==> src/fes_pkg.sv <==
// What this block does
// - Link event mask bits gate link interrupts
// - Frame mask bits 0-6 gate frame interrupts
// - E1 receive align frame event every 250us
// - E1 CRC4 multiframe event, free-run without CRC4
// - E1 receive multiframe event every 2ms
// - T1 multiframe events every 1.5ms/3ms
// - E1 transmit align frame event every 250us
// - E1 transmit multiframe event every 2ms
// - Slot 16 all zeros over multiframe
// - Slot 16 under three zeros per 16 frames
// - Transmit link byte sent bit 0 first
// - D4 Fs pattern taken from link byte
// - Sa access on CRC4 or double-frame boundaries
// - Quality message in one selectable Sa bit
// - Quality message MSB first, two per multiframe
// - Quality valid after three alike sub-multiframes
// - Quality message code values
// - Eight consecutive ones raise link abort
// - Thirty bits without abort raise code clear
// - Transmit clock idle 15 periods raises loss
// - New valid code raises code change event
package fes_pkg;

	// ------------------------------------------------------------
	// Register offsets
	// ------------------------------------------------------------
	localparam logic [7:0] FES_LINK_STATUS_ADDR  = 8'h18;
	localparam logic [7:0] FES_LINK_MASK_ADDR    = 8'h19;
	localparam logic [7:0] FES_FRAME_STATUS_ADDR = 8'h1a;
	localparam logic [7:0] FES_FRAME_MASK_ADDR   = 8'h1b;
	localparam logic [7:0] FES_RX_LINK_BYTE_ADDR = 8'h50;
	localparam logic [7:0] FES_TX_LINK_BYTE_ADDR = 8'h51;
	localparam logic [7:0] FES_MATCH1_ADDR       = 8'h52;
	localparam logic [7:0] FES_MATCH2_ADDR       = 8'h53;

	// ------------------------------------------------------------
	// Reset values
	// ------------------------------------------------------------
	localparam logic [7:0] FES_REG_RESET  = 8'h00;
	localparam logic [5:0] FES_CODE_RESET = 6'h3f;

	// ------------------------------------------------------------
	// Link status bit positions
	// ------------------------------------------------------------
	localparam int FES_B_CODE_CHANGE = 0;
	localparam int FES_B_MATCH       = 1;
	localparam int FES_B_TX_EMPTY    = 2;
	localparam int FES_B_RX_FULL     = 3;
	localparam int FES_B_ABORT       = 4;
	localparam int FES_B_CODE_CLEAR  = 5;
	localparam int FES_B_CLK_LOSS    = 6;
	localparam int FES_B_ALARM_CI    = 7;

	// ------------------------------------------------------------
	// Frame status bit positions
	// ------------------------------------------------------------
	localparam int FES_B_RX_ALIGN = 0;
	localparam int FES_B_RX_CRCMF = 1;
	localparam int FES_B_RX_MF    = 2;
	localparam int FES_B_TX_ALIGN = 3;
	localparam int FES_B_TX_MF    = 4;
	localparam int FES_B_SIG_ZERO = 5;
	localparam int FES_B_SIG_ONES = 6;

	// ------------------------------------------------------------
	// Framing counts (frames of 125us)
	// ------------------------------------------------------------
	localparam logic [4:0] FES_E1_MF_FRAMES  = 5'd16;
	localparam logic [4:0] FES_D4_MF_FRAMES  = 5'd12;
	localparam logic [4:0] FES_ESF_MF_FRAMES = 5'd24;
	localparam logic [3:0] FES_SUBMF_LAST_A  = 4'd7;
	localparam logic [3:0] FES_SUBMF_LAST_B  = 4'd15;
	localparam logic [3:0] FES_SIG_ZERO_MIN  = 4'd3;

	// ------------------------------------------------------------
	// Link bit counts and quality alike sub-multiframe count
	// ------------------------------------------------------------
	localparam logic [3:0] FES_ABORT_ONES   = 4'd8;
	localparam logic [4:0] FES_CLEAR_BITS   = 5'd30;
	localparam logic [1:0] FES_SSM_ALIKE    = 2'd3;

	// ------------------------------------------------------------
	// Transmit clock loss timing
	// ------------------------------------------------------------
	localparam int         FES_CLK_NS           = 5;
	localparam int         FES_SCALED_PERIOD_NS = 500;
	localparam int         FES_SCALED_TICKS     =
		(FES_SCALED_PERIOD_NS + FES_CLK_NS - 1) / FES_CLK_NS;
	localparam logic [3:0] FES_LOSS_PERIODS     = 4'd15;

	// ------------------------------------------------------------
	// Quality message codes
	// ------------------------------------------------------------
	typedef enum logic [3:0] {
		FES_SSM_UNKNOWN = 4'h0,
		FES_SSM_PRS     = 4'h2,
		FES_SSM_SSU_A   = 4'h4,
		FES_SSM_SSU_B   = 4'h8,
		FES_SSM_SETS    = 4'hb,
		FES_SSM_DNU     = 4'hf
	} fes_ssm_t;

endpackage : fes_pkg

==> src/fes_event_status.sv <==
`timescale 1ns/1ps
module fes_event_status
	import fes_pkg::*;
#(
	parameter int SCALED_TICKS = FES_SCALED_TICKS
)(
	input  wire logic       sys_clk,
	input  wire logic       rst_n,
	input  wire logic [7:0] cpu_addr,
	input  wire logic [7:0] cpu_wdata,
	input  wire logic       cpu_wr,
	input  wire logic       cpu_rd,
	output logic      [7:0] cpu_rdata_r,
	output logic            int_n_r,
	input  wire logic       e1_mode,
	input  wire logic       esf_mode,
	input  wire logic       crc4_en,
	input  wire logic [2:0] ssm_sa_sel,
	input  wire logic [3:0] tx_ssm_code,
	input  wire logic       rx_frame_tick,
	input  wire logic       rx_crc_mf_sync,
	input  wire logic [7:0] rx_ts16_byte,
	input  wire logic [4:0] rx_sa_bits,
	input  wire logic       tx_frame_tick,
	input  wire logic       rx_link_strobe,
	input  wire logic       rx_link_bit,
	input  wire logic       tx_link_strobe,
	input  wire logic       rx_alarm_ci_detect,
	input  wire logic       tx_clk_pin,
	output logic            tx_link_bit_r,
	output logic      [4:0] tx_sa_bits_r,
	output logic      [3:0] rx_ssm_code_r,
	output logic            rx_ssm_valid_r
);

	// ------------------------------------------------------------
	// Registers and event vectors
	// ------------------------------------------------------------
	logic [7:0] link_status_r;
	logic [7:0] link_mask_r;
	logic [6:0] frame_status_r;
	logic [7:0] frame_mask_r;
	logic [7:0] tx_link_byte_r;
	logic [7:0] rx_link_byte_r;
	logic [7:0] match1_r;
	logic [7:0] match2_r;
	logic [7:0] link_set;
	logic [6:0] frame_set;
	logic [7:0] link_clr;
	logic [6:0] frame_clr;

	// ------------------------------------------------------------
	// Frame timing
	// ------------------------------------------------------------
	logic [4:0] mf_frames;
	logic [4:0] rx_idx;
	logic [4:0] tx_idx;
	logic       rx_fs;
	logic       rx_mfs;
	logic       tx_fs;
	logic       tx_mfs;

	// T1 multiframe lengths give 1.5ms (D4) or 3ms (ESF) at 125us frames
	assign mf_frames = e1_mode ? FES_E1_MF_FRAMES :
		(esf_mode ? FES_ESF_MF_FRAMES : FES_D4_MF_FRAMES);

	// CRC4 boundary realigns the count; without CRC4 it free-runs
	fes_frame_counter #(.W(5)) u_rx_cnt (
		.sys_clk       (sys_clk),
		.rst_n         (rst_n),
		.tick          (rx_frame_tick),
		.resync        (e1_mode && crc4_en && rx_crc_mf_sync),
		.frames        (mf_frames),
		.idx_r         (rx_idx),
		.frame_start_r (rx_fs),
		.mf_start_r    (rx_mfs)
	);

	fes_frame_counter #(.W(5)) u_tx_cnt (
		.sys_clk       (sys_clk),
		.rst_n         (rst_n),
		.tick          (tx_frame_tick),
		.resync        (1'b0),
		.frames        (mf_frames),
		.idx_r         (tx_idx),
		.frame_start_r (tx_fs),
		.mf_start_r    (tx_mfs)
	);

	// ------------------------------------------------------------
	// Slot 16 signaling monitors and quality message receive
	// ------------------------------------------------------------
	logic       sig_any_one_r;
	logic [4:0] sig_zero_cnt_r;
	logic [2:0] ssm_sh_r;
	logic [3:0] ssm_last_r;
	logic [1:0] ssm_alike_r;
	logic       sig_zero_hit;
	logic       sig_ones_hit;
	logic       rx_sa_bit;
	logic [4:0] zeros_now;
	logic       rx_end_mf;
	logic       rx_end_sub;

	function automatic logic [4:0] count_zeros(input logic [7:0] b);
		logic [4:0] n;
		n = '0;
		for (int i = 0; i < 8; i++)
			n = n + 5'(!b[i]);
		return n;
	endfunction : count_zeros

	assign zeros_now    = count_zeros(rx_ts16_byte);
	assign rx_end_mf    = rx_frame_tick && (rx_idx[3:0] == FES_SUBMF_LAST_B);
	assign rx_end_sub   = rx_frame_tick && rx_idx[0] &&
		((rx_idx[3:0] == FES_SUBMF_LAST_A) || (rx_idx[3:0] == FES_SUBMF_LAST_B));
	assign sig_zero_hit = e1_mode && rx_end_mf && !sig_any_one_r &&
		(rx_ts16_byte == 8'h00);
	// Not gated by any CCS setting
	assign sig_ones_hit = e1_mode && rx_end_mf &&
		((sig_zero_cnt_r + zeros_now) < 5'(FES_SIG_ZERO_MIN));
	assign rx_sa_bit    = rx_sa_bits[ssm_sa_sel];

	always_ff @(posedge sys_clk or negedge rst_n)
	begin
		if (!rst_n)
		begin
			sig_any_one_r  <= 1'b0;
			sig_zero_cnt_r <= '0;
		end
		else if (rx_frame_tick)
		begin
			if (rx_end_mf)
			begin
				sig_any_one_r  <= 1'b0;
				sig_zero_cnt_r <= '0;
			end
			else
			begin
				sig_any_one_r  <= sig_any_one_r | (|rx_ts16_byte);
				if (sig_zero_cnt_r < 5'(FES_SIG_ZERO_MIN))
					sig_zero_cnt_r <= sig_zero_cnt_r + zeros_now;
			end
		end
	end

	// Sa bits of odd frames 1,3,5,7 carry one message, MSB first
	always_ff @(posedge sys_clk or negedge rst_n)
	begin
		if (!rst_n)
		begin
			ssm_sh_r       <= '0;
			ssm_last_r     <= FES_SSM_UNKNOWN;
			ssm_alike_r    <= '0;
			rx_ssm_code_r  <= FES_SSM_UNKNOWN;
			rx_ssm_valid_r <= 1'b0;
		end
		else if (e1_mode && rx_frame_tick && rx_idx[0])
		begin
			ssm_sh_r <= {ssm_sh_r[1:0], rx_sa_bit};
			if (rx_end_sub)
			begin
				ssm_last_r <= {ssm_sh_r, rx_sa_bit};
				if ({ssm_sh_r, rx_sa_bit} != ssm_last_r)
					ssm_alike_r <= 2'd1;
				else if (ssm_alike_r != FES_SSM_ALIKE)
					ssm_alike_r <= ssm_alike_r + 2'd1;
				if (({ssm_sh_r, rx_sa_bit} == ssm_last_r) &&
					(ssm_alike_r == FES_SSM_ALIKE - 2'd1))
				begin
					rx_ssm_code_r  <= ssm_last_r;
					rx_ssm_valid_r <= 1'b1;
				end
			end
		end
	end

	// ------------------------------------------------------------
	// Quality message transmit
	// ------------------------------------------------------------
	always_ff @(posedge sys_clk or negedge rst_n)
	begin
		if (!rst_n)
			tx_sa_bits_r <= 5'h1f;
		else if (tx_fs)
		begin
			tx_sa_bits_r <= 5'h1f;
			if (e1_mode && tx_idx[0])
				tx_sa_bits_r[ssm_sa_sel] <= tx_ssm_code[2'd3 - tx_idx[2:1]];
		end
	end

	// ------------------------------------------------------------
	// Receive data link: abort, clear, code detect, byte assembly
	// ------------------------------------------------------------
	logic [3:0]  ones_cnt_r;
	logic [4:0]  clear_cnt_r;
	logic [15:0] code_win_r;
	logic [5:0]  rx_code_r;
	logic [7:0]  rx_sh_r;
	logic [2:0]  rx_bits_r;
	logic [15:0] code_win_nxt;
	logic        abort_hit;
	logic        clear_hit;
	logic        code_hit;
	logic        full_hit;
	logic [7:0]  rx_byte_nxt;

	assign code_win_nxt = {rx_link_bit, code_win_r[15:1]};
	assign rx_byte_nxt  = {rx_link_bit, rx_sh_r[7:1]};
	assign abort_hit    = rx_link_strobe && rx_link_bit &&
		(ones_cnt_r == FES_ABORT_ONES - 4'd1);
	assign clear_hit    = rx_link_strobe && !abort_hit &&
		(clear_cnt_r == FES_CLEAR_BITS - 5'd1);
	// Flag of eight ones, then 0, six code bits, 0
	assign code_hit     = rx_link_strobe && (code_win_nxt[7:0] == 8'hff) &&
		!code_win_nxt[8] && !code_win_nxt[15] &&
		(code_win_nxt[14:9] != rx_code_r);
	assign full_hit     = rx_link_strobe && (rx_bits_r == 3'd7);

	always_ff @(posedge sys_clk or negedge rst_n)
	begin
		if (!rst_n)
		begin
			ones_cnt_r  <= '0;
			clear_cnt_r <= '0;
		end
		else if (rx_link_strobe)
		begin
			if (!rx_link_bit)
				ones_cnt_r <= '0;
			else if (ones_cnt_r != FES_ABORT_ONES)
				ones_cnt_r <= ones_cnt_r + 4'd1;
			// Saturates so the event fires once per quiet stretch
			if (abort_hit)
				clear_cnt_r <= '0;
			else if (clear_cnt_r != FES_CLEAR_BITS)
				clear_cnt_r <= clear_cnt_r + 5'd1;
		end
	end

	always_ff @(posedge sys_clk or negedge rst_n)
	begin
		if (!rst_n)
		begin
			code_win_r     <= '0;
			rx_code_r      <= FES_CODE_RESET;
			rx_sh_r        <= '0;
			rx_bits_r      <= '0;
			rx_link_byte_r <= FES_REG_RESET;
		end
		else if (rx_link_strobe)
		begin
			code_win_r <= code_win_nxt;
			rx_sh_r    <= rx_byte_nxt;
			rx_bits_r  <= rx_bits_r + 3'd1;
			if (code_hit)
				rx_code_r <= code_win_nxt[14:9];
			if (full_hit)
				rx_link_byte_r <= rx_byte_nxt;
		end
	end

	// ------------------------------------------------------------
	// Transmit data link byte, also the D4 Fs source
	// ------------------------------------------------------------
	logic [6:0] tx_sh_r;
	logic [2:0] tx_bits_r;

	always_ff @(posedge sys_clk or negedge rst_n)
	begin
		if (!rst_n)
		begin
			tx_sh_r       <= '0;
			tx_bits_r     <= '0;
			tx_link_bit_r <= 1'b0;
		end
		else if (tx_link_strobe)
		begin
			tx_bits_r <= tx_bits_r + 3'd1;
			if (tx_bits_r == 3'd0)
			begin
				tx_link_bit_r <= tx_link_byte_r[0];
				tx_sh_r       <= tx_link_byte_r[7:1];
			end
			else
			begin
				tx_link_bit_r <= tx_sh_r[0];
				tx_sh_r       <= {1'b0, tx_sh_r[6:1]};
			end
		end
	end

	// ------------------------------------------------------------
	// Transmit clock loss watchdog
	// ------------------------------------------------------------
	logic [2:0]  tclk_sync_r;
	logic        tclk_level_r;
	logic [15:0] div_cnt_r;
	logic        div_en;
	logic [3:0]  loss_cnt_r;
	logic        tclk_toggle;
	logic        loss_hit;

	assign tclk_toggle = (tclk_sync_r[1] == tclk_sync_r[2]) &&
		(tclk_sync_r[2] != tclk_level_r);
	assign div_en      = (div_cnt_r == 16'(SCALED_TICKS - 1));
	assign loss_hit    = div_en && !tclk_toggle &&
		(loss_cnt_r == FES_LOSS_PERIODS - 4'd1);

	always_ff @(posedge sys_clk or negedge rst_n)
	begin
		if (!rst_n)
		begin
			tclk_sync_r  <= '0;
			tclk_level_r <= 1'b0;
			div_cnt_r    <= '0;
			loss_cnt_r   <= '0;
		end
		else
		begin
			tclk_sync_r <= {tclk_sync_r[1:0], tx_clk_pin};
			if (tclk_toggle)
				tclk_level_r <= tclk_sync_r[2];
			div_cnt_r <= div_en ? 16'h0000 : div_cnt_r + 16'h0001;
			if (tclk_toggle)
				loss_cnt_r <= '0;
			else if (div_en && (loss_cnt_r != FES_LOSS_PERIODS))
				loss_cnt_r <= loss_cnt_r + 4'd1;
		end
	end

	// ------------------------------------------------------------
	// Event collection
	// ------------------------------------------------------------
	logic tx_empty_hit;
	logic match_hit;

	assign tx_empty_hit = tx_link_strobe && (tx_bits_r == 3'd7);
	assign match_hit    = full_hit && ((rx_byte_nxt == match1_r) ||
		(rx_byte_nxt == match2_r));

	always_comb
	begin
		link_set                    = '0;
		link_set[FES_B_CODE_CHANGE] = code_hit;
		link_set[FES_B_MATCH]       = match_hit;
		link_set[FES_B_TX_EMPTY]    = tx_empty_hit;
		link_set[FES_B_RX_FULL]     = full_hit;
		link_set[FES_B_ABORT]       = abort_hit;
		link_set[FES_B_CODE_CLEAR]  = clear_hit;
		link_set[FES_B_CLK_LOSS]    = loss_hit;
		link_set[FES_B_ALARM_CI]    = rx_alarm_ci_detect && !e1_mode;
	end

	always_comb
	begin
		frame_set                 = '0;
		frame_set[FES_B_RX_ALIGN] = e1_mode && rx_fs && !rx_idx[0];
		frame_set[FES_B_RX_CRCMF] = e1_mode && rx_mfs;
		frame_set[FES_B_RX_MF]    = rx_mfs;
		frame_set[FES_B_TX_ALIGN] = e1_mode && tx_fs && !tx_idx[0];
		frame_set[FES_B_TX_MF]    = tx_mfs;
		frame_set[FES_B_SIG_ZERO] = sig_zero_hit;
		frame_set[FES_B_SIG_ONES] = sig_ones_hit;
	end

	// ------------------------------------------------------------
	// Host register access
	// ------------------------------------------------------------
	assign link_clr  = (cpu_wr && cpu_addr == FES_LINK_STATUS_ADDR) ? cpu_wdata : 8'h00;
	assign frame_clr = (cpu_wr && cpu_addr == FES_FRAME_STATUS_ADDR) ? cpu_wdata[6:0] : 7'h00;

	// Set wins over a clear in the same cycle, so no event is lost
	always_ff @(posedge sys_clk or negedge rst_n)
	begin
		if (!rst_n)
		begin
			link_status_r  <= FES_REG_RESET;
			frame_status_r <= FES_REG_RESET[6:0];
		end
		else
		begin
			link_status_r  <= (link_status_r & ~link_clr) | link_set;
			frame_status_r <= (frame_status_r & ~frame_clr) | frame_set;
		end
	end

	always_ff @(posedge sys_clk or negedge rst_n)
	begin
		if (!rst_n)
		begin
			link_mask_r    <= FES_REG_RESET;
			frame_mask_r   <= FES_REG_RESET;
			tx_link_byte_r <= FES_REG_RESET;
			match1_r       <= FES_REG_RESET;
			match2_r       <= FES_REG_RESET;
		end
		else if (cpu_wr)
		begin
			case (cpu_addr)
				FES_LINK_MASK_ADDR:    link_mask_r    <= cpu_wdata;
				FES_FRAME_MASK_ADDR:   frame_mask_r   <= cpu_wdata;
				FES_TX_LINK_BYTE_ADDR: tx_link_byte_r <= cpu_wdata;
				FES_MATCH1_ADDR:       match1_r       <= cpu_wdata;
				FES_MATCH2_ADDR:       match2_r       <= cpu_wdata;
				default:               ;
			endcase
		end
	end

	always_ff @(posedge sys_clk or negedge rst_n)
	begin
		if (!rst_n)
			cpu_rdata_r <= 8'h00;
		else if (cpu_rd)
		begin
			case (cpu_addr)
				FES_LINK_STATUS_ADDR:  cpu_rdata_r <= link_status_r;
				FES_LINK_MASK_ADDR:    cpu_rdata_r <= link_mask_r;
				FES_FRAME_STATUS_ADDR: cpu_rdata_r <= {1'b0, frame_status_r};
				FES_FRAME_MASK_ADDR:   cpu_rdata_r <= frame_mask_r;
				FES_RX_LINK_BYTE_ADDR: cpu_rdata_r <= rx_link_byte_r;
				FES_TX_LINK_BYTE_ADDR: cpu_rdata_r <= tx_link_byte_r;
				FES_MATCH1_ADDR:       cpu_rdata_r <= match1_r;
				FES_MATCH2_ADDR:       cpu_rdata_r <= match2_r;
				default:               cpu_rdata_r <= 8'h00;
			endcase
		end
	end

	// Mask bit 7 of the frame mask has no event behind it and is ignored
	always_ff @(posedge sys_clk or negedge rst_n)
	begin
		if (!rst_n)
			int_n_r <= 1'b1;
		else
			int_n_r <= !((|(link_status_r & link_mask_r)) ||
				(|(frame_status_r & frame_mask_r[6:0])));
	end

endmodule : fes_event_status

==> src/fes_frame_counter.sv <==
`timescale 1ns/1ps
module fes_frame_counter
	import fes_pkg::*;
#(
	parameter int W = 5
)(
	input  wire logic         sys_clk,
	input  wire logic         rst_n,
	input  wire logic         tick,
	input  wire logic         resync,
	input  wire logic [W-1:0] frames,
	output logic      [W-1:0] idx_r,
	output logic              frame_start_r,
	output logic              mf_start_r
);

	logic [W-1:0] idx_nxt;

	always_comb
	begin
		if (resync || (idx_r == frames - W'(1)))
			idx_nxt = '0;
		else
			idx_nxt = idx_r + W'(1);
	end

	always_ff @(posedge sys_clk or negedge rst_n)
	begin
		if (!rst_n)
		begin
			idx_r         <= '0;
			frame_start_r <= 1'b0;
			mf_start_r    <= 1'b0;
		end
		else
		begin
			frame_start_r <= tick;
			mf_start_r    <= tick && (idx_nxt == '0);
			if (tick)
				idx_r <= idx_nxt;
		end
	end

endmodule : fes_frame_counter

==> config.mk <==
export PLATFORM = sky130hd
export DESIGN_NAME = fes_event_status
export DESIGN_NICKNAME = d
export VERILOG_FILES = /design/src/fes_pkg.sv /design/src/fes_event_status.sv /design/src/fes_frame_counter.sv
export SDC_FILE = /design/constraint.sdc
export NUM_CORES = 1
export LEC_CHECK = 0
export BUFFER_PORTS_ARGS = -buffer_cell sky130_fd_sc_hd__buf_2
export CORE_ASPECT_RATIO = 1.2
export CORE_MARGIN = 8
export CORE_UTILIZATION = 50
export DETAILED_ROUTE_END_ITERATION = 10
export PLACE_DENSITY = 0.74
export SYNTH_ARGS = -nofsm -noshare
export SYNTH_HDL_FRONTEND = slang
export SYNTH_SLANG_ARGS = --single-unit
==> constraint.sdc <==
create_clock -name sys_clk -period 4.15 [get_ports sys_clk]
set_clock_uncertainty 0.2 [all_clocks]
set_input_delay 0.83 -clock sys_clk [delete_from_list [all_inputs] [get_ports sys_clk]]
set_output_delay 0.83 -clock sys_clk [all_outputs]
set_load 0.03 [all_outputs]
==> metrics.txt <==
clk sinks 179; H-Tree Depth 4; hold path endpoint tclk_sync_r[1]; Tightest Pin Transition 0.878 ns; Syn. warnings 0; Post-Synthesis Cell Area 9010 um^2; final hold violations 0; gr ovfl total 0; Iteration-0 DRC Markers 458; Main synth FF type dfrtp_1; die area 22,600 um^2; Period Utilization, post-route 0.927; CP Max Fanout 2; Critical Path End Type flop; Avg Cell Area, Syn 11.2 um^2; Mapped Cells 807; Final Util 0.567; unrepaired setup endpoints after global routing no; Max-Cap Viols 0; I/O pins 71; FMAX 0.260 GHz; peak supply drop 0.365 mV; Post CTS Setup Buffer Count 0; WL/cell 18.2 um; CP Data Arrival Time 3.97 ns; clock slew at reported path FFs 0.06 ns; Row Count 54; core region area 17,900 um^2; initial antenna violation count 1; share of cells above drive strength 1 0.253; Chip Height 163 um; syn_nets 887; remaining routing DRC violations 0; vias in the first global route 6,605; Cell variety after synth 73; Antenna diodes 0; pin count of the biggest net entering global routing 70; Area growth, synth to finish 12.6%; hold slack 0.153 ns; final max-slew violation count 0; Vias per Instance 5.85; Slew HR 0.413; worst path required time 4.27 ns; leakage 0.00467 uW; clk_lat worst skew 0.44 ns; Max clock buf depth 2; hold_buf cts 0; hold depth 0; vias 6,489; Reg2Reg Depth 13; Post-synth EDFFs 0; root buf cell clkbuf_16; min cycle time layout 3.85 ns; status finished, final reports clean; first-pass GRT wire length 33,800 um; ANT nets after route 0; Async SR Flop Fraction 1.00; final setup fails 0; CTS tree built; drt pass-1 iters 5; CTS buffer count 17; RR Startpoint sig_zero_cnt_r[0]; final WL 20,200 um; setup TNS 0 ns; P per Cell Area 506 nW/um^2; Setup CP Type input port to flop; register area share after synthesis 0.499; Post-DP HPWL 14,400 um; Starting Density 0.503; Port Buffers 70; worst hold path class flop to flop; nets 952; GPL Wtd Cong 0.889; gr usage total 0.185; flops & latches, synth 179; chip width 139 um; hold path start tclk_sync_r[0]; Post-CTS Resized 0; Setup crit start kind input port; Critical R2R Capture frame_status_r[6]; R2R setup slack 0.42 ns
## worst max-delay path: stages
cell and delay, ns:
buf_2 0.12, fa_1 0.52, inv_1 0.05, fa_1 0.52, fa_1 0.44, fa_1 0.42
inv_1 0.08, fa_1 0.18, inv_1 0.05, a21o_1 0.17, a21oi_1 0.16, xnor2_1 0.10
o41ai_1 0.32
## state kept, by name, indices dropped and copies added (netlist names), 8 cells and up
signal,cells
link_mask_r,8
frame_mask_r,8
cpu_rdata_r,8
match1_r,8
tx_link_byte_r,8
link_status_r,8
rx_link_byte_r,8
code_win_r,15
match2_r,8
div_cnt_r,16
## cell type report
| type | instances | area, um^2 |
|---|---|---|
| inverters | 42 | 158 |
| flip-flops and latches | 179 | 4490 |
| clock buffers | 19 | 443 |
| fillers | 1497 | 7750 |
| clock inverters | 13 | 119 |
| well taps | 224 | 280 |
| multi-input cells | 554 | 4230 |
| repair buffers | 78 | 429 |
## metal layers
metal | up-vias | part of all wire | track usage | wire, um
li1 | 3047 | - | - | -
met5 | - | 0.00049 | 0 | 10
met1 | 3245 | 0.44 | 0.237 | 8940
met2 | 166 | 0.49 | 0.302 | 9860
met3 | 29 | 0.053 | 0.0401 | 1070
met4 | 2 | 0.017 | 0.0658 | 349
## how the worst max path moves through the flow
stage / from / endpoint / cells after the start
after global placement: rx_ts16_byte[0] / frame_status_r[6] / 13
after detailed placement: rx_ts16_byte[0] / frame_status_r[6] / 13
final: rx_ts16_byte[0] / frame_status_r[6] / 13
after CTS: rx_ts16_byte[0] / frame_status_r[6] / 13
after floorplan: rx_ts16_byte[0] / frame_status_r[6] / 12
after global routing: rx_ts16_byte[0] / frame_status_r[6] / 13
## synthesized netlist by cell type, types with 5 or more instances
cell / n / area (um^2)
a21o_1: 8 / 60.1
a21oi_1: 31 / 155
a221oi_1: 7 / 61.3
a22o_1: 14 / 123
a22oi_1: 14 / 105
and3_1: 10 / 62.6
buf_2: 6 / 30.0
clkbuf_1: 25 / 93.8
dfrtp_1: 167 / 4180
dfstp_2: 12 / 315
fa_1: 5 / 100
ha_1: 24 / 300
inv_1: 42 / 158
mux2_2: 84 / 946
mux2i_1: 17 / 170
nand2_1: 63 / 236
nand2b_1: 5 / 31.3
nand3_1: 30 / 150
nand4_1: 7 / 43.8
nor2_1: 39 / 146
nor2b_1: 11 / 68.8
nor3_1: 13 / 65.1
nor4_1: 9 / 56.3
o21ai_0: 21 / 105
o22ai_1: 10 / 62.6
o2bb2ai_1: 6 / 52.6
xnor2_1: 15 / 131
xor2_1: 30 / 263
## cell families (layout without fill, tap and decap cells)
kind of cell	Yosys count	count (layout)	synth area share
AOI/OAI and AO/OA	154	154	0.120
muxes	102	102	0.126
and+or+nand+nor	223	223	0.134
xor gates and xnor gates	45	45	0.0437
DFF	179	179	0.499
adders and majority gates	30	30	0.0455
buffers and inverters	74	152	0.0321
## power breakdown
| part | switching [uW] | internal, uW | total, uW |
|---|---|---|---|
| Sequential | 348 | 2070 | 2420 |
| Clock | 729 | 805 | 1530 |
| Combinational | 588 | 595 | 1180 |
## placed cells by master (no fill, tap or decap), drive strengths merged, types with 16 or more instances in the layout
cell type	count
dfrtp	167
mux2	84
buf	78
nand2	65
inv	49
nor2	42
a21oi	31
nand3	30
xor2	30
o21ai	25
ha	24
clkbuf	19
mux2i	17
nor3	16
## through the flow
stage | std cells | worst slack (ns) | total power, uW | instance area [um^2]
after CTS | 1109 | 0.305 | 5180 | 10200
after global routing | 1109 | 0.0876 | 5450 | 10200
after floorplan | 807 | 0.0997 | 3260 | 9010
after global placement | 1077 | -0.0923 | 3570 | 9590
final | 1109 | 0.302 | 5130 | 10200
after detailed placement | 1077 | -0.135 | 3630 | 9590
(Power assumes the default switching activity.)
